`config.mk`:
```
export PLATFORM = sky130hd
export DESIGN_NAME = ecsd_debug_top
export DESIGN_NICKNAME = d
export VERILOG_FILES = /design/src/ecsd_pkg.sv /design/src/ecsd_debug_top.sv /design/src/ecsd_syndrome_array.sv
export SDC_FILE = /design/constraint.sdc
export NUM_CORES = 1
export LEC_CHECK = 0
export BUFFER_PORTS_ARGS = -buffer_cell sky130_fd_sc_hd__buf_2
export CORE_MARGIN = 2
export CORE_UTILIZATION = 38
export DETAILED_ROUTE_END_ITERATION = 12
export GPL_TIMING_DRIVEN = 0
export PLACE_DENSITY = 0.66
export SLEW_MARGIN = 5
export SYNTH_ARGS = -nofsm -noshare
export SYNTH_HDL_FRONTEND = slang
export SYNTH_SLANG_ARGS = --single-unit
```
`constraint.sdc`:
```
create_clock -name clk -period 3.9 [get_ports clk]
set_input_delay 0.585 -clock clk [delete_from_list [all_inputs] [get_ports clk]]
set_output_delay 0.585 -clock clk [all_outputs]
set_load 0.02 [all_outputs]
```
`src/ecsd_pkg.sv`:
```
// Package for the solver standalone debug block: offsets, fields, reset values
package ecsd_pkg;
  // Register byte addresses
  localparam logic [11:0] ECSD_DEBUG_OFFSET = 12'h000;
  localparam logic [11:0] ECSD_VERSION_OFFSET = 12'h004;
  localparam logic [11:0] ECSD_STATUS_OFFSET = 12'h008;
  // Debug control field positions
  localparam int ECSD_SYMBOL_MSB = 24;
  localparam int ECSD_SYMBOL_LSB = 16;
  localparam int ECSD_SHIFT_BIT = 15;
  localparam int ECSD_PAYLOAD_BIT = 14;
  localparam int ECSD_LARGE_PAGE_BIT = 13;
  localparam int ECSD_KICK_BIT = 12;
  localparam int ECSD_STANDALONE_BIT = 11;
  // Writable mask of the debug control register
  localparam logic [31:0] ECSD_DEBUG_WMASK = 32'h01FF_F800;
  localparam logic [31:0] ECSD_DEBUG_RESET = 32'h0000_0000;
  // Syndrome array geometry
  localparam int ECSD_SYMBOL_WIDTH = 9;
  localparam int ECSD_SYNDROME_DEPTH = 16;
  // Version fields (values arbitrary)
  localparam logic [7:0] ECSD_VERSION_MAJOR = 8'h02;
  localparam logic [7:0] ECSD_VERSION_MINOR = 8'h00;
  localparam logic [15:0] ECSD_VERSION_STEP = 16'h0000;
endpackage

```
`src/ecsd_debug_top.sv`:
```
// Standalone debug path into the error calculator, APB slave
// What this block does
// - Each shift toggle moves the 9-bit symbol field into the syndrome array.
// - A toggle of the shift bit, not its level, is the shift command.
// - In standalone mode a kick toggle starts the solver exactly as a bus master start would.
// - In standalone mode the payload kind bit drives the solver payload flag.
// - In standalone mode the large page bit drives the solver 4K mode input.
// - A read-only version register holds fixed major, minor and stepping fields.
module ecsd_debug_top (
  // Clock and reset
  input wire logic clk,
  input wire logic rst_n,
  // APB slave
  input wire logic psel,
  input wire logic penable,
  input wire logic pwrite,
  input wire logic [11:0] paddr,
  input wire logic [31:0] pwdata,
  output logic [31:0] prdata,
  output logic pready,
  output logic pslverr,
  // Normal start and mode inputs from the bus master path
  input wire logic master_start,
  input wire logic master_payload_flag,
  input wire logic master_large_page,
  // Solver interface
  output logic solver_start,
  output logic solver_payload_flag,
  output logic solver_large_page,
  output logic [ecsd_pkg::ECSD_SYNDROME_DEPTH*ecsd_pkg::ECSD_SYMBOL_WIDTH-1:0] solver_syndromes
);
  import ecsd_pkg::*;

  // Decode a word address to its register
  function automatic logic is_reg(input logic [11:0] addr, input logic [11:0] offs);
    is_reg = (addr[11:2] == offs[11:2]);
  endfunction

  logic [31:0] debug_reg, debug_next;
  logic shift_prev_reg, shift_prev_next;
  logic kick_prev_reg, kick_prev_next;
  logic [4:0] count_reg, count_next;
  logic [31:0] prdata_reg, prdata_next;
  logic pready_reg, pready_next;
  logic pslverr_reg, pslverr_next;
  logic start_reg, start_next;
  logic payload_reg, payload_next;
  logic page_reg, page_next;
  logic shift_pulse, kick_pulse, standalone;
  logic apb_setup, apb_access, known;

  // Zero-wait-state access: answer in the cycle after setup
  assign apb_setup = psel && !penable && !pready_reg;
  // Access phase that completes at this edge
  assign apb_access = psel && penable && pready_reg;
  assign known = is_reg(paddr, ECSD_DEBUG_OFFSET) || is_reg(paddr, ECSD_VERSION_OFFSET)
    || is_reg(paddr, ECSD_STATUS_OFFSET);

  // Toggle detection against registered copies
  assign shift_pulse = debug_reg[ECSD_SHIFT_BIT] ^ shift_prev_reg;
  assign kick_pulse = debug_reg[ECSD_KICK_BIT] ^ kick_prev_reg;
  assign standalone = debug_reg[ECSD_STANDALONE_BIT];

  // Register writes, reads and answer
  always_comb begin
    debug_next = debug_reg;
    prdata_next = prdata_reg;
    pready_next = 1'b0;
    pslverr_next = 1'b0;
    if (apb_setup) begin
      pready_next = 1'b1;
      pslverr_next = !known;
      prdata_next = 32'h0000_0000;
      if (!pwrite) begin
        if (is_reg(paddr, ECSD_DEBUG_OFFSET)) begin
          prdata_next = debug_reg;
        end else if (is_reg(paddr, ECSD_VERSION_OFFSET)) begin
          prdata_next = {ECSD_VERSION_MAJOR, ECSD_VERSION_MINOR, ECSD_VERSION_STEP};
        end else if (is_reg(paddr, ECSD_STATUS_OFFSET)) begin
          prdata_next = {27'h0000000, count_reg};
        end
      end
    end
    // Writes land only at the edge that completes the access phase
    if (apb_access && pwrite && is_reg(paddr, ECSD_DEBUG_OFFSET)) begin
      debug_next = pwdata & ECSD_DEBUG_WMASK;
    end
  end

  // Toggle history, symbol count and solver drive
  always_comb begin
    shift_prev_next = debug_reg[ECSD_SHIFT_BIT];
    kick_prev_next = debug_reg[ECSD_KICK_BIT];
    count_next = count_reg;
    if (shift_pulse && count_reg != 5'(ECSD_SYNDROME_DEPTH)) begin
      count_next = count_reg + 5'h01;
    end
    if (kick_pulse) begin
      count_next = 5'h00;
    end
    start_next = standalone ? kick_pulse : master_start;
    payload_next = standalone ? debug_reg[ECSD_PAYLOAD_BIT] : master_payload_flag;
    page_next = standalone ? debug_reg[ECSD_LARGE_PAGE_BIT] : master_large_page;
  end

  // Register stage
  always_ff @(posedge clk) begin
    if (!rst_n) begin
      debug_reg <= ECSD_DEBUG_RESET;
      shift_prev_reg <= 1'b0;
      kick_prev_reg <= 1'b0;
      count_reg <= 5'h00;
      prdata_reg <= 32'h0000_0000;
      pready_reg <= 1'b0;
      pslverr_reg <= 1'b0;
      start_reg <= 1'b0;
      payload_reg <= 1'b0;
      page_reg <= 1'b0;
    end else begin
      debug_reg <= debug_next;
      shift_prev_reg <= shift_prev_next;
      kick_prev_reg <= kick_prev_next;
      count_reg <= count_next;
      prdata_reg <= prdata_next;
      pready_reg <= pready_next;
      pslverr_reg <= pslverr_next;
      start_reg <= start_next;
      payload_reg <= payload_next;
      page_reg <= page_next;
    end
  end

  // Syndrome array, shifted once per toggle
  ecsd_syndrome_array u_array (
    .clk(clk),
    .rst_n(rst_n),
    .shift_en(shift_pulse),
    .symbol_in(debug_reg[ECSD_SYMBOL_MSB:ECSD_SYMBOL_LSB]),
    .syndromes(solver_syndromes)
  );

  assign prdata = prdata_reg;
  assign pready = pready_reg;
  assign pslverr = pslverr_reg;
  assign solver_start = start_reg;
  assign solver_payload_flag = payload_reg;
  assign solver_large_page = page_reg;

  // Assertions

  // A shift toggle loads the symbol field into the newest entry
  shift_moves_symbol_a: assert property (@(posedge clk) disable iff (!rst_n)
    shift_pulse |=> solver_syndromes[ECSD_SYMBOL_WIDTH-1:0]
      == $past(debug_reg[ECSD_SYMBOL_MSB:ECSD_SYMBOL_LSB]))
    else $error("shift did not load symbol");

  // A held shift level never moves the array
  level_no_shift_a: assert property (@(posedge clk) disable iff (!rst_n)
    (!shift_pulse && $stable(debug_reg)) |=> $stable(solver_syndromes))
    else $error("array moved without toggle");

  // A kick toggle in standalone mode starts the solver
  kick_starts_a: assert property (@(posedge clk) disable iff (!rst_n)
    (kick_pulse && standalone) |=> solver_start)
    else $error("kick did not start solver");

  // Outside standalone mode a kick toggle does not start the solver
  kick_ignored_a: assert property (@(posedge clk) disable iff (!rst_n)
    (kick_pulse && !standalone && !master_start) |=> !solver_start)
    else $error("kick started solver outside standalone");

  // Outside standalone mode the master start passes through
  master_start_a: assert property (@(posedge clk) disable iff (!rst_n)
    (!standalone) |=> solver_start == $past(master_start))
    else $error("master start not passed");

  // Payload kind bit reaches the solver in standalone mode
  payload_drive_a: assert property (@(posedge clk) disable iff (!rst_n)
    standalone |=> solver_payload_flag == $past(debug_reg[ECSD_PAYLOAD_BIT]))
    else $error("payload flag wrong");

  // Large page bit reaches the solver in standalone mode
  page_drive_a: assert property (@(posedge clk) disable iff (!rst_n)
    standalone |=> solver_large_page == $past(debug_reg[ECSD_LARGE_PAGE_BIT]))
    else $error("page mode wrong");

  // Version reads return the fixed word
  version_read_a: assert property (@(posedge clk) disable iff (!rst_n)
    (apb_setup && !pwrite && is_reg(paddr, ECSD_VERSION_OFFSET))
    |=> prdata == {ECSD_VERSION_MAJOR, ECSD_VERSION_MINOR, ECSD_VERSION_STEP})
    else $error("version value wrong");

  // In standalone mode every kick change, rising or falling, gives exactly one start pulse
  toggle_each_way_a: assert property (@(posedge clk) disable iff (!rst_n)
    ($changed(debug_reg[ECSD_KICK_BIT]) && standalone) |=> solver_start ##1 !solver_start)
    else $error("toggle not seen once");

  // One answer cycle per taken setup
  apb_answer_a: assert property (@(posedge clk) disable iff (!rst_n)
    apb_setup |=> pready ##1 !pready)
    else $error("apb answer timing");

  // Writes reach the debug register at the end of the access phase
  write_on_access_a: assert property (@(posedge clk) disable iff (!rst_n)
    (apb_access && pwrite && is_reg(paddr, ECSD_DEBUG_OFFSET))
    |=> debug_reg == ($past(pwdata) & ECSD_DEBUG_WMASK))
    else $error("debug write not applied");

  // Unmapped addresses answer with an error and zero data
  unmapped_error_a: assert property (@(posedge clk) disable iff (!rst_n)
    (apb_setup && !known) |=> (pslverr && prdata == 32'h0000_0000))
    else $error("unmapped access not refused");

  // Bits outside the writable field always stay zero
  reserved_zero_a: assert property (@(posedge clk) disable iff (!rst_n)
    (debug_reg & ~ECSD_DEBUG_WMASK) == 32'h0000_0000)
    else $error("reserved debug bits set");

  // The symbol count never passes the array depth
  count_limit_a: assert property (@(posedge clk) disable iff (!rst_n)
    count_reg <= 5'(ECSD_SYNDROME_DEPTH))
    else $error("symbol count overflow");

  // Main scenarios
  shift_cov: cover property (@(posedge clk) disable iff (!rst_n) shift_pulse);
  kick_cov: cover property (@(posedge clk) disable iff (!rst_n) kick_pulse && standalone);
  full_cov: cover property (@(posedge clk) disable iff (!rst_n)
    count_reg == 5'(ECSD_SYNDROME_DEPTH));
  kick_fall_cov: cover property (@(posedge clk) disable iff (!rst_n)
    kick_pulse && standalone && !debug_reg[ECSD_KICK_BIT]);
  unmapped_cov: cover property (@(posedge clk) disable iff (!rst_n) apb_setup && !known);
endmodule

```
`src/ecsd_syndrome_array.sv`:
```
// Syndrome shift register array feeding the solver input
module ecsd_syndrome_array (
  // Clock and reset
  input wire logic clk,
  input wire logic rst_n,
  // Shift request
  input wire logic shift_en,
  input wire logic [ecsd_pkg::ECSD_SYMBOL_WIDTH-1:0] symbol_in,
  // Flattened array, entry 0 is the newest symbol
  output logic [ecsd_pkg::ECSD_SYNDROME_DEPTH*ecsd_pkg::ECSD_SYMBOL_WIDTH-1:0] syndromes
);
  import ecsd_pkg::*;
  localparam int W = ECSD_SYMBOL_WIDTH;
  localparam int D = ECSD_SYNDROME_DEPTH;
  logic [D*W-1:0] array_reg;
  logic [D*W-1:0] array_next;

  // Shift by one symbol on each request
  always_comb begin
    array_next = array_reg;
    if (shift_en) begin
      array_next = {array_reg[(D-1)*W-1:0], symbol_in};
    end
  end

  // Register stage
  always_ff @(posedge clk) begin
    if (!rst_n) begin
      array_reg <= '0;
    end else begin
      array_reg <= array_next;
    end
  end

  assign syndromes = array_reg;
endmodule
```
# Yosys cells after proc, flatten, opt, wreduce, memory -nomap -nowiden

Index checks and enable logic that the tools add are counted.

Reductions and logical operators: 15
Bitwise logic cells: 3
Muxes and demuxes: 8
Equal/unequal tests: 3
Add/sub/neg operators: 1

Operator list:

| operator                                              | number |
|---|---|
| two-way mux 26 bit                                    | 3 |
| equality test 10 x 1 -> 1 bit (second input constant) | 1 |
| equality test 10 x 2 -> 1 bit (second input constant) | 1 |
| logical NOT 10 bit                                    | 1 |
| logical AND 1 bit                                     | 7 |
| adder 5 x 1 -> 5 bit (second input constant)          | 1 |
| two-way mux 5 bit                                     | 1 |
| inequality test 5 bit (second input constant)         | 1 |
| two-way mux 1 bit                                     | 4 |
| logical NOT 1 bit                                     | 3 |
| logical OR 1 bit                                      | 2 |
| AND reduction 2 bit                                   | 1 |
| OR reduction 2 bit                                    | 1 |
| XOR 1 bit                                             | 2 |
| inverter 1 bit                                        | 1 |

Word-level logic and storage cells: 41
Output and inout port bits: 181
Register bits: 202
Input bits: 52

# Longest topological paths before layout

Gate-level depths: netlist of run 1.

Depth in word-level cells: 5
Gate-level depth with buffers: 5
Gate-level depth less buffers: 5

# Hierarchy

A second synthesis of run 1 with hierarchy kept.

Cells, all modules: 687
Area total of the unflattened synthesis: 7564.8 µm²

By module, submodules not included:

| module              | cells an instance | area an instance (µm²) | instances |
|---|---|---|---|
| ecsd_syndrome_array | 464               | 5434.0                 | 1 |
| ecsd_debug_top      | 223               | 2130.8                 | 1 |

# Worst setup path after synthesis of run 1

OpenSTA, ideal clock, no wires.

Path type: input port to flip-flop
Start: input paddr[9]
End: register debug_reg[14]
Library setup time: 72 ps
Buffers on the path: 2
Data arrival time: 1626 ps
Setup slack: 2203 ps
Stages: 5
Cells stage by stage: nor4_1 and4_1 buf_4 buf_8 mux2i_1

Longest elaborated chain between the ends: 2

RTL lines:

| element              | RTL line              | text |
|---|---|---|
| from (decl)          | ecsd_debug_top.sv:17  | `input wire logic [11:0] paddr,` |
| logical NOT 10 bit   | ecsd_debug_top.sv:36  | `is_reg = (addr[11:2] == offs[11:2]);` |
| logical AND 1 bit    | ecsd_debug_top.sv:85  | `if (apb_access && pwrite && is_reg(paddr, ECSD_DEBUG_OFFSET)) begin` |
| to (signal assigned) | ecsd_debug_top.sv:120 | `debug_reg <= debug_next;` |
| to (decl)            | ecsd_debug_top.sv:39  | `logic [31:0] debug_reg, debug_next;` |

No other way between the ends.
A chain may end at the register's enable or synchronous reset.

# Worst setup path after layout of run 1

Start: register debug_reg[15]
End: register u_array.array_reg[26] (netlist: u_array.syndromes[26])

Longest elaborated chain between the ends: 1

RTL lines:

| element              | RTL line                  | text |
|---|---|---|
| XOR 1 bit            | ecsd_debug_top.sv:60      | `assign shift_pulse = debug_reg[ECSD_SHIFT_BIT] ^ shift_prev_reg;` |
| to (signal assigned) | ecsd_syndrome_array.sv:31 | `array_reg <= array_next;` |
| to (decl)            | ecsd_syndrome_array.sv:15 | `logic [D*W-1:0] array_reg;` |

No other way between the ends.

==> results of run 1 <==
-- routing by layer --
metal	GRT usage, %	up-vias	share of wire [%]
met1	24.86	2838	46
met5	0	-	0
met3	4.572	25	5.2
met2	29.89	161	46
li1	-	3198	-
met4	7.465	0	2.2
-- kinds of logic after synthesis --
kind of cell | Yosys count | share of synthesized area, %
AO/OA/AOI/OAI | 172 | 12.66
XOR/XNOR | 3 | 0.3836
adder cells (fa/ha/maj) | 2 | 0.3652
buffers and inverters | 80 | 6.081
flip-flops | 190 | 55.52
multiplexers | 18 | 2.630
other | 1 | 0.05473
AND/OR/NAND/NOR | 381 | 22.32
-- metrics by stage --
| stage | std cells | power, mW | area (um2) | util, % | hold WS [ns] |
|---|---|---|---|---|---|
| final | 1318 | 3.771 | 8755 | 49.07 | 0.3989 |
| after global routing | 1318 | 3.892 | 8755 | 49.07 | 0.3964 |
| after CTS | 1318 | 3.805 | 8755 | 49.07 | 0.3836 |
| after detailed placement | 1286 | 2.088 | 8175 | 45.82 | 0.4462 |
| after global placement | 1286 | 2.087 | 8175 | 45.82 | 0.4365 |
| after floorplan | 858 | 2.051 | 6893 | - | 0.4477 |
-- cell type report --
type / instances / area (um2) / area share, %
inverters: 6 / 22.52 / 0.2573
clock buffers: 20 / 446.7 / 5.102
clock inverters: 12 / 132.6 / 1.515
multi-input cells: 588 / 2673 / 30.53
well taps: 229 / 286.5 / 3.273
repair buffers: 199 / 996.0 / 11.38
plain buffers: 74 / 394.1 / 4.502
flip-flops and latches: 190 / 3804 / 43.45
-- worst max-delay path: stages (launching register included) --
cell,delay [ns]
sky130_fd_sc_hd__dfxtp_1,0.36
sky130_fd_sc_hd__xnor2_1,0.36
sky130_fd_sc_hd__buf_2,0.33
sky130_fd_sc_hd__clkbuf_1,0.37
sky130_fd_sc_hd__nand2_1,0.11
sky130_fd_sc_hd__a21oi_1,0.13
-- worst min-delay path by stage --
stage / from / to
after floorplan: debug_reg[13] / debug_reg[13]
after global placement: u_array.syndromes[142] / u_array.syndromes[142]
after detailed placement: u_array.syndromes[136] / u_array.syndromes[136]
after CTS: master_payload_flag / solver_payload_flag
after global routing: pwdata[20] / debug_reg[20]
final: master_payload_flag / solver_payload_flag
-- where the power goes --
part | switching [mW] | internal, mW
logic | 0.0694 | 0.0314
registers | 0.000707 | 1.94
clock network | 0.761 | 0.967
total | 0.831 | 2.94
-- layout by cell type (no fill, tap or decap), types with 12 or more instances in the layout --
cell type,synthesis,layout
sky130_fd_sc_hd__conb_1,1,12
sky130_fd_sc_hd__dfxtp_1,190,190
sky130_fd_sc_hd__nand2_1,337,337
sky130_fd_sc_hd__clkbuf_16,0,17
sky130_fd_sc_hd__nand3_1,24,24
sky130_fd_sc_hd__buf_4,22,22
sky130_fd_sc_hd__a21oi_1,147,147
sky130_fd_sc_hd__buf_2,18,217
sky130_fd_sc_hd__clkbuf_1,31,33
sky130_fd_sc_hd__o21ai_0,23,23
sky130_fd_sc_hd__mux2i_1,18,18
==> impl_summary.txt, run 1 <==
----------------------------------------------------
[Worst setup path]
  R2R cell count ... 5
  Required time at the worst-slack endpoint ... 4.25 ns
  Critical Path Source Type ... register
  WS Path Type ... register to register
  Crit. End Element ... register
  Origin of the critical flop-to-flop path ... debug_reg[15]
  Max FO, Critical Path ... 10
  Worst endpoint data arrival time ... 2.08 ns
  Reg-to-reg setup timing slack ... 2.17 ns
  Critical path endpoint ... u_array.syndromes[26]
  Critical path origin ... debug_reg[15]
  Endpoint of the worst-slack reg-to-reg timing path ... u_array.syndromes[26]

[Detailed routing]
  Antenna viol nets, final ... 0
  Wire length after detailed routing ... 18.33 mm
  Average wire length per cell after detail routing ... 13.91 um
  Number of detailed-route iterations in the first pass ... 5
  Number of vias after detailed routing ... 6222
  Via density per instance ... 4.721
  DRC violation count after routing ... 0
  Initial detailed-routing violation count ... 273

[Layout]
  Filler cell count in the final layout ... 1781
  Area overhead of the layout relative to synthesis ... 27.78%
  N_diodes ... 0
  Layout cell share with drive strength beyond 1 ... 24.98%
  Nets ... 1130
  Max FFs per register ... 144

[Global routing]
  Grt ovf ... 0
  First-pass GRT wire length ... 29.48 mm
  Antenna violations before repair ... 0
  Total routing resource utilization after global routing ... 18.84%
  Pin count of the biggest net entering global routing ... 17
  Number of global-route vias before repair ... 5782

[STA]
  Number of slew-limit violations in the final report ... 0
  Final period util ... 44.26%
  Max Clock Freq ... 579.3 MHz
  Summed negative setup slack over all endpoints ... 0 ns
  Hold violation count in the final report ... 0
  Slew at the pin with the worst max-slew slack ... 0.6195 ns
  Final setup violation count ... 0
  Final worst slack ... 2.174 ns
  RSZ-0062 raised after global routing ... no
  Worst slew slack as a fraction of its limit ... 58.70%
  Final period demand of the worst path ... 1.726 ns
  Setup skew after layout ... 0.008864 ns

[Floorplan]
  Ports placed on the boundary ... 233
  Total Die Area ... 0.01912 mm2
  Total number of placement rows ... 49
  Floorplan Core Area ... 0.01784 mm2
  Starting Density ... 38.40%
  Die width ... 138.3 um
  Height of the die ... 138.3 um

[Clocking]
  H-tree depth ... 4
  CTS tree ... built
  CTS Sinks ... 190
  Clk slew on worst S/H paths ... 0.07 ns
  CTS root buffer ... sky130_fd_sc_hd__clkbuf_16
  Number of post-CTS setup repair buffers ... 0
  Post-cts gate resize count ... 0
  Number of clock buffers inserted by TritonCTS ... 17
  Hold bufs inserted after CTS ... 0
  Clock Tree Buf Depth ... 2
  Skew-Pair Late Insertion Delay ... 0.43 ns

[Logic synthesis]
  Most frequent cells after synthesis ... sky130_fd_sc_hd__nand2_1 (337), sky130_fd_sc_hd__dfxtp_1 (190), sky130_fd_sc_hd__a21oi_1 (147)
  Proportion of netlist area held by the largest area contributor ... 55.51%
  Post-synth design cell area ... 0.006852 mm2
  Cell variety after synth ... 31
  Sequential area share after synthesis ... 55.51%
  Largest area contributor in the netlist ... sky130_fd_sc_hd__dfxtp_1
  Cell types occupying the most area after synthesis ... sky130_fd_sc_hd__dfxtp_1 (56%), sky130_fd_sc_hd__nand2_1 (18%), sky130_fd_sc_hd__a21oi_1 (11%)
  Number of instances in the synthesized netlist ... 847
  Most instantiated library cell after synthesis ... sky130_fd_sc_hd__nand2_1
  Predominant post-synthesis flop cell ... sky130_fd_sc_hd__dfxtp_1
  Number of storage elements in the synthesis netlist ... 190
  Share of flip-flops with an asynchronous set or reset ... 0%
  Yosys Warn Count ... 0
  Number of enable flip-flop cells after synthesis ... 0
  Average footprint of a synthesized cell ... 8.089 um2

[Worst hold path]
  Type of the most critical hold path ... input port to register
  Number of cells on the worst hold path ... 3

[Flow run]
  Reported max-cap violation count ... 0

[Placement]
  Post-place setup slack ... 1.823 ns
  I/O Buffers ... 199
  Weighted congestion at the end of routability-driven global placement ... 0.8062
  DP HPWL ... 13.58 mm

[Status]
  Result of the run ... completed

[Power and ir drop]
  Power density over cell area ... 430.8 mW/mm2
  Worst IR drop on VDD ... 299.2 uV
  Static Leak ... 3.639 nW

----------------------------------------------------
No activity file was read; power rests on OpenSTA's default activity.
==> inputs of run 2 (changes only) <==
--- a/config.mk
+++ b/config.mk
@@ -5,12 +5,13 @@
 export SDC_FILE = /design/constraint.sdc
 export NUM_CORES = 1
 export LEC_CHECK = 0
+export ABC_AREA = 1
 export BUFFER_PORTS_ARGS = -buffer_cell sky130_fd_sc_hd__buf_2
 export CORE_MARGIN = 2
 export CORE_UTILIZATION = 38
 export DETAILED_ROUTE_END_ITERATION = 12
 export GPL_TIMING_DRIVEN = 0
-export PLACE_DENSITY = 0.66
+export PLACE_DENSITY = 0.69
 export SLEW_MARGIN = 5
 export SYNTH_ARGS = -nofsm -noshare
 export SYNTH_HDL_FRONTEND = slang
==> constraint.sdc (replaced) <==
create_clock -name clk -period 1.47 [get_ports clk]
set_input_delay 0.2205 -clock clk [delete_from_list [all_inputs] [get_ports clk]]
set_output_delay 0.2205 -clock clk [all_outputs]
set_load 0.02 [all_outputs]
==> impl_summary.txt, run 2 <==
----------------------------------------------------
[Worst setup path]
  Crit path max-delay cell type ... sky130_fd_sc_hd__dfxtp_1
  Critical path endpoint ... u_array.syndromes[86]
  R2R cell count ... 7
  Max FO, Critical Path ... 10
  Origin of the critical flop-to-flop path ... debug_reg[15]
  WS Path Type ... register to register
  Critical Path Source Type ... register
  Biggest cell delay along the critical path ... 0.37 ns
  Reg-to-reg setup timing slack ... 0.1 ns
  Worst endpoint data arrival time ... 1.68 ns
  Crit. End Element ... register
  Series of cell instances along the critical path ... inv_2 > nand2_1 > nand2_2 > clkbuf_4 > clkbuf_2 > o21ai_0 > nor2_1
  Endpoint of the worst-slack reg-to-reg timing path ... u_array.syndromes[86]
  Critical path origin ... debug_reg[15]
  Required time at the worst-slack endpoint ... 1.78 ns

[Global routing]
  First-pass GRT wire length ... 31.17 mm
  Pin count of the biggest net entering global routing ... 17
  Total routing resource utilization after global routing ... 19.98%
  Grt ovf ... 0
  Antenna violations before repair ... 0
  Number of global-route vias before repair ... 5951

[Clocking]
  Clk slew on worst S/H paths ... 0.07 ns
  Post-cts gate resize count ... 0
  CTS tree ... built
  CTS root buffer ... sky130_fd_sc_hd__clkbuf_16
  CTS Sinks ... 190
  Clock Tree Buf Depth ... 2
  Hold bufs inserted after CTS ... 0
  Number of clock buffers inserted by TritonCTS ... 17
  H-tree depth ... 4
  Skew-Pair Late Insertion Delay ... 0.43 ns
  Number of post-CTS setup repair buffers ... 0

[Floorplan]
  Floorplan Core Area ... 0.01790 mm2
  Total Die Area ... 0.01928 mm2
  Ports placed on the boundary ... 233
  Die width ... 138.9 um
  Height of the die ... 138.9 um
  Total number of placement rows ... 49
  Starting Density ... 38.60%

[Detailed routing]
  Initial detailed-routing violation count ... 456
  Number of vias after detailed routing ... 6503
  Via density per instance ... 4.813
  Number of detailed-route iterations in the first pass ... 5
  Average wire length per cell after detail routing ... 14.63 um
  Antenna viol nets, final ... 0
  DRC violation count after routing ... 0
  Wire length after detailed routing ... 19.76 mm

[Layout]
  Top library cells by usage in the layout, fill and taps aside ... sky130_fd_sc_hd__nor2_1 (279), sky130_fd_sc_hd__buf_2 (223), sky130_fd_sc_hd__dfxtp_1 (188)
  Most frequent standard cell in the layout excluding fill and tap cells ... sky130_fd_sc_hd__nor2_1
  N_diodes ... 0
  Layout cell share with drive strength beyond 1 ... 25.94%
  Filler cell count in the final layout ... 1787
  Nets ... 1163
  Core Util, Final ... 49.09%
  Area overhead of the layout relative to synthesis ... 27.18%
  Filler-free cell count of the finished design ... 1351
  Max FFs per register ... 144
  Area of all placed cells without fillers ... 0.008788 mm2

[Logic synthesis]
  Number of instances in the synthesized netlist ... 879
  Most frequent cells after synthesis ... sky130_fd_sc_hd__nor2_1 (279), sky130_fd_sc_hd__dfxtp_1 (190), sky130_fd_sc_hd__o21ai_0 (140)
  Number of enable flip-flop cells after synthesis ... 0
  Proportion of netlist area held by the largest area contributor ... 55.04%
  Cell variety after synth ... 26
  Yosys Warn Count ... 0
  Predominant post-synthesis flop cell ... sky130_fd_sc_hd__dfxtp_1
  Largest area contributor in the netlist ... sky130_fd_sc_hd__dfxtp_1
  Number of storage elements in the synthesis netlist ... 190
  Cell types occupying the most area after synthesis ... sky130_fd_sc_hd__dfxtp_1 (55%), sky130_fd_sc_hd__nor2_1 (15%), sky130_fd_sc_hd__o21ai_0 (10%)
  Sequential area share after synthesis ... 55.04%
  Average footprint of a synthesized cell ... 7.862 um2
  Most instantiated library cell after synthesis ... sky130_fd_sc_hd__nor2_1
  Share of flip-flops with an asynchronous set or reset ... 0%
  Post-synth design cell area ... 0.006910 mm2

[Placement]
  Weighted congestion at the end of routability-driven global placement ... 0.8244
  Placed cells ... 1319
  I/O Buffers ... 200
  Dpl cell area ... 0.008239 mm2
  DP HPWL ... 14.54 mm

[STA]
  Final period util ... 93.27%
  Summed negative setup slack over all endpoints ... 0 ns
  RSZ-0062 raised after global routing ... yes
  Hold violation count in the final report ... 0
  Number of slew-limit violations in the final report ... 0
  Final period demand of the worst path ... 1.371 ns
  Final setup violation count ... 0
  Max Clock Freq ... 729.4 MHz
  Setup skew after layout ... 0.01627 ns

[Flow run]
  Reported max-cap violation count ... 0

[Power and ir drop]
  Power density over cell area ... 1099 mW/mm2
  Static Leak ... 4.732 nW
  Power consumption ... 9.661 mW
  Worst IR drop on VDD ... 794.9 uV

[Status]
  Result of the run ... completed

[Worst hold path]
  Type of the most critical hold path ... input port to register

----------------------------------------------------
run 2: cell types whose count changed in the layout (fill, tap and decap cells not counted), moves of 6 or more:
cell                       change
sky130_fd_sc_hd__nor2_1      +275
sky130_fd_sc_hd__nand2_1     -272
sky130_fd_sc_hd__o21ai_0     +117
sky130_fd_sc_hd__a21oi_1     -104
sky130_fd_sc_hd__inv_1        +32
sky130_fd_sc_hd__mux2i_1      -18
sky130_fd_sc_hd__nand4_1      +17
sky130_fd_sc_hd__nand3_1      -16
sky130_fd_sc_hd__clkbuf_1     -11
sky130_fd_sc_hd__a211oi_1      +9
sky130_fd_sc_hd__buf_2         +6
run 2: per-layer routing:
metal	wire [um]	track usage [%]	vias up	part of all wire (%)
met3	1127	5.318	20	5.7
met2	8969	31.63	172	45
met1	9404	26.90	3022	48
met5	0	0	-	0
li1	-	-	3289	-
met4	261	5.954	0	1.3
run 2: cell families after synthesis:
logic type | synth area share, %
other | 0.05427
buffers and inverters | 7.949
flip-flops | 55.04
adder cells (fa/ha/maj) | 0.3621
XOR/XNOR | 0.1268
AO/OA/AOI/OAI | 14.45
AND/OR/NAND/NOR | 22.02
run 2: how the worst min path moves through the flow:
stage	startpoint	endpoint	depth (start not counted)
after floorplan	master_start	solver_start	2
after global placement	debug_reg[12]	kick_prev_reg	2
after detailed placement	debug_reg[12]	kick_prev_reg	2
after CTS	pwdata[11]	debug_reg[11]	3
after global routing	pwdata[16]	debug_reg[16]	3
final	pwdata[11]	debug_reg[11]	3
run 2: worst max-delay path, delay by kind of cell (launching register included):
| kind | cells | cell delay [ns] |
|---|---|---|
| buffers and inverters | 3 | 0.47 |
| flip-flops | 1 | 0.37 |
| AND/OR/NAND/NOR | 3 | 0.22 |
| AO/OA/AOI/OAI | 1 | 0.21 |
run 2: cell type report:
| class | count | area [um2] | share of cell area (%) |
|---|---|---|---|
| Sequential cell | 190 | 3806 | 43.31 |
| Multi-Input combinational cell | 588 | 2599 | 29.57 |
| Timing Repair Buffer | 200 | 1001 | 11.39 |
| Clock buffer | 23 | 478.0 | 5.438 |
| Buffer | 72 | 405.4 | 4.613 |
| Tap cell | 229 | 286.5 | 3.260 |
| Inverter | 40 | 150.1 | 1.708 |
| Clock inverter | 9 | 62.56 | 0.7118 |
run 2: power breakdown:
part,switching (mW),leakage [nW],internal (mW),total [mW]
registers,0.00203,1.53,5.15,5.15
logic,0.173,2.93,0.0878,0.261
clock network,1.95,0.267,2.30,4.25
run 2: per-stage QoR:
step           hold slack (ns)  setup slack [ns]
2_1_floorplan           0.3538            0.2112
3_3_place_gp            0.4402           0.07129
3_5_place_dp            0.4388           0.06240
4_1_cts                0.01057           0.04395
5_1_grt                0.01650          -0.01436
6_report               0.02279           0.09900
==> inputs of run 3 (changes only) <==
--- a/config.mk
+++ b/config.mk
@@ -7,11 +7,13 @@
 export LEC_CHECK = 0
 export ABC_AREA = 1
 export BUFFER_PORTS_ARGS = -buffer_cell sky130_fd_sc_hd__buf_2
+export CELL_PAD_IN_SITES_DETAIL_PLACEMENT = 0
+export CELL_PAD_IN_SITES_GLOBAL_PLACEMENT = 1
 export CORE_MARGIN = 2
 export CORE_UTILIZATION = 38
 export DETAILED_ROUTE_END_ITERATION = 12
 export GPL_TIMING_DRIVEN = 0
-export PLACE_DENSITY = 0.69
+export PLACE_DENSITY = 0.87
 export SLEW_MARGIN = 5
 export SYNTH_ARGS = -nofsm -noshare
 export SYNTH_HDL_FRONTEND = slang
==> constraint.sdc (replaced) <==
create_clock -name clk -period 1.7 [get_ports clk]
set_input_delay 0.255 -clock clk [delete_from_list [all_inputs] [get_ports clk]]
set_output_delay 0.255 -clock clk [all_outputs]
set_load 0.02 [all_outputs]
==> impl_summary.txt, run 3 (synthesis results as in run 2) <==
----------------------------------------------------
[Status]
  Result of the run ... completed

[Layout]
  Area overhead of the layout relative to synthesis ... 27.05%
  Filler-free cell count of the finished design ... 1350
  Most frequent standard cell in the layout excluding fill and tap cells ... sky130_fd_sc_hd__nor2_1
  Top library cells by usage in the layout, fill and taps aside ... sky130_fd_sc_hd__nor2_1 (279), sky130_fd_sc_hd__buf_2 (225), sky130_fd_sc_hd__dfxtp_1 (190)
  Nets ... 1163
  Area of all placed cells without fillers ... 0.008780 mm2
  Max FFs per register ... 144
  N_diodes ... 0
  Layout cell share with drive strength beyond 1 ... 25.60%
  Core Util, Final ... 49.04%

[Power and ir drop]
  Worst IR drop on VDD ... 646.3 uV
  Static Leak ... 4.719 nW
  Power density over cell area ... 958.8 mW/mm2
  Power consumption ... 8.418 mW
  Switching fraction of total power ... 21.81%
  Switching pwr ... 1.836 mW
  Power share of the clock group ... 44.4%
  Total internal power ... 6.582 mW
  Sequential share of power ... 52.9%
  Combinational share of power ... 2.7%

[Floorplan]
  Floorplan Core Area ... 0.01790 mm2
  Height of the die ... 138.9 um
  Total Die Area ... 0.01928 mm2
  Starting Density ... 38.60%
  Ports placed on the boundary ... 233
  Die width ... 138.9 um
  Total number of placement rows ... 49

[Detailed routing]
  Average wire length per cell after detail routing ... 14.56 um
  Initial detailed-routing violation count ... 294
  DRC violation count after routing ... 0
  Wire length after detailed routing ... 19.66 mm
  Antenna viol nets, final ... 0
  Number of detailed-route iterations in the first pass ... 4
  Via density per instance ... 4.711
  Number of vias after detailed routing ... 6360

[Worst setup path]
  Delay-heaviest family, CP ... flip-flops
  Critical Path Source Type ... register
  Max FO, Critical Path ... 6
  Crit path max-delay cell type ... sky130_fd_sc_hd__dfxtp_1
  Series of cell instances along the critical path ... inv_1 > ha_1 > nand2_1 > inv_1 > nand2_1 > nand2_2 > o21ai_0 > a21oi_1
  Buffers plus inverters on the worst setup path ... 2
  Biggest cell delay along the critical path ... 0.43 ns
  Worst endpoint data arrival time ... 1.71 ns
  Crit. End Element ... register
  Required time at the worst-slack endpoint ... 2.00 ns
  WS Path Type ... register to register

[Placement]
  Dpl cell area ... 0.008239 mm2
  Post-place setup slack ... 0.2532 ns
  I/O Buffers ... 200
  Placed cells ... 1319
  DP HPWL ... 14.38 mm
  Weighted congestion at the end of routability-driven global placement ... 0.7941

[STA]
  Final worst slack ... 0.2869 ns
  Final period demand of the worst path ... 1.413 ns
  Number of slew-limit violations in the final report ... 0
  Worst slew slack as a fraction of its limit ... 62.61%
  Final period util ... 83.13%
  Setup skew after layout ... 0.006362 ns
  Slew at the pin with the worst max-slew slack ... 0.5608 ns
  Summed negative setup slack over all endpoints ... 0 ns
  Hold violation count in the final report ... 0
  RSZ-0062 raised after global routing ... no
  Final setup violation count ... 0
  Worst Hold Margin ... 0.05556 ns
  Max Clock Freq ... 707.6 MHz

[Global routing]
  Number of global-route vias before repair ... 5659
  Pin count of the biggest net entering global routing ... 17
  Antenna violations before repair ... 0
  First-pass GRT wire length ... 30.49 mm
  Total routing resource utilization after global routing ... 19.61%
  Grt ovf ... 0

[Clocking]
  Skew-Pair Late Insertion Delay ... 0.41 ns
  Number of post-CTS setup repair buffers ... 0
  Number of clock buffers inserted by TritonCTS ... 17
  Hold bufs inserted after CTS ... 0
  Clk slew on worst S/H paths ... 0.07 ns
  CTS Sinks ... 190
  H-tree depth ... 4
  Post-cts gate resize count ... 0
  Clock Tree Buf Depth ... 2
  CTS root buffer ... sky130_fd_sc_hd__clkbuf_16
  CTS tree ... built

[Worst hold path]
  Type of the most critical hold path ... input port to register

[Flow run]
  Reported max-cap violation count ... 0

----------------------------------------------------
==> run 3: power groups by stage <==
stage	registers [mW]	logic, mW	clock network [mW]
floorplan	4.57	0.133	0
global placement	4.56	0.226	0
detailed placement	4.56	0.227	0
CTS	4.46	0.228	3.81
global route	4.45	0.250	4.00
finish	4.46	0.227	3.73
==> run 3: worst register-to-register path, stage by stage, from the launching register on <==
cell and delay, ns:
sky130_fd_sc_hd__dfxtp_1 0.43, sky130_fd_sc_hd__inv_1 0.10, sky130_fd_sc_hd__ha_1 0.21, sky130_fd_sc_hd__nand2_1 0.06, sky130_fd_sc_hd__inv_1 0.03, sky130_fd_sc_hd__nand2_1 0.10, sky130_fd_sc_hd__nand2_2 0.10, sky130_fd_sc_hd__o21ai_0 0.18
sky130_fd_sc_hd__a21oi_1 0.08
==> run 3: path summary, 6_finish.rpt <==
kind | from | endpoint | slack, ns | depth (start not counted)
worst max-delay path | count_reg[0] | count_reg[3] | 0.29 | 8
worst min-delay path | pwdata[19] | debug_reg[19] | 0.06 | 3
worst max register to register | count_reg[0] | count_reg[3] | 0.29 | 8
worst min register to register | debug_reg[12] | kick_prev_reg | 0.45 | 2
==> run 3: cell type report <==
cell class	count	area [um2]
inverters	40	150.1
repair buffers	200	1001
flip-flops and latches	190	3804
multi-input cells	588	2599
clock buffers	21	450.4
clock inverters	10	90.09
well taps	229	286.5
plain buffers	72	399.1
fillers	1840	9123
==> run 3: metal layers <==
layer  routed length (um)  track usage (%)  up-vias
li1                     -                -     3278
met1                 9470            27.24     2903
met2                 8719            29.84      161
met3                 1117            5.387       18
met4                  351            6.061        0
met5                    0                0        -
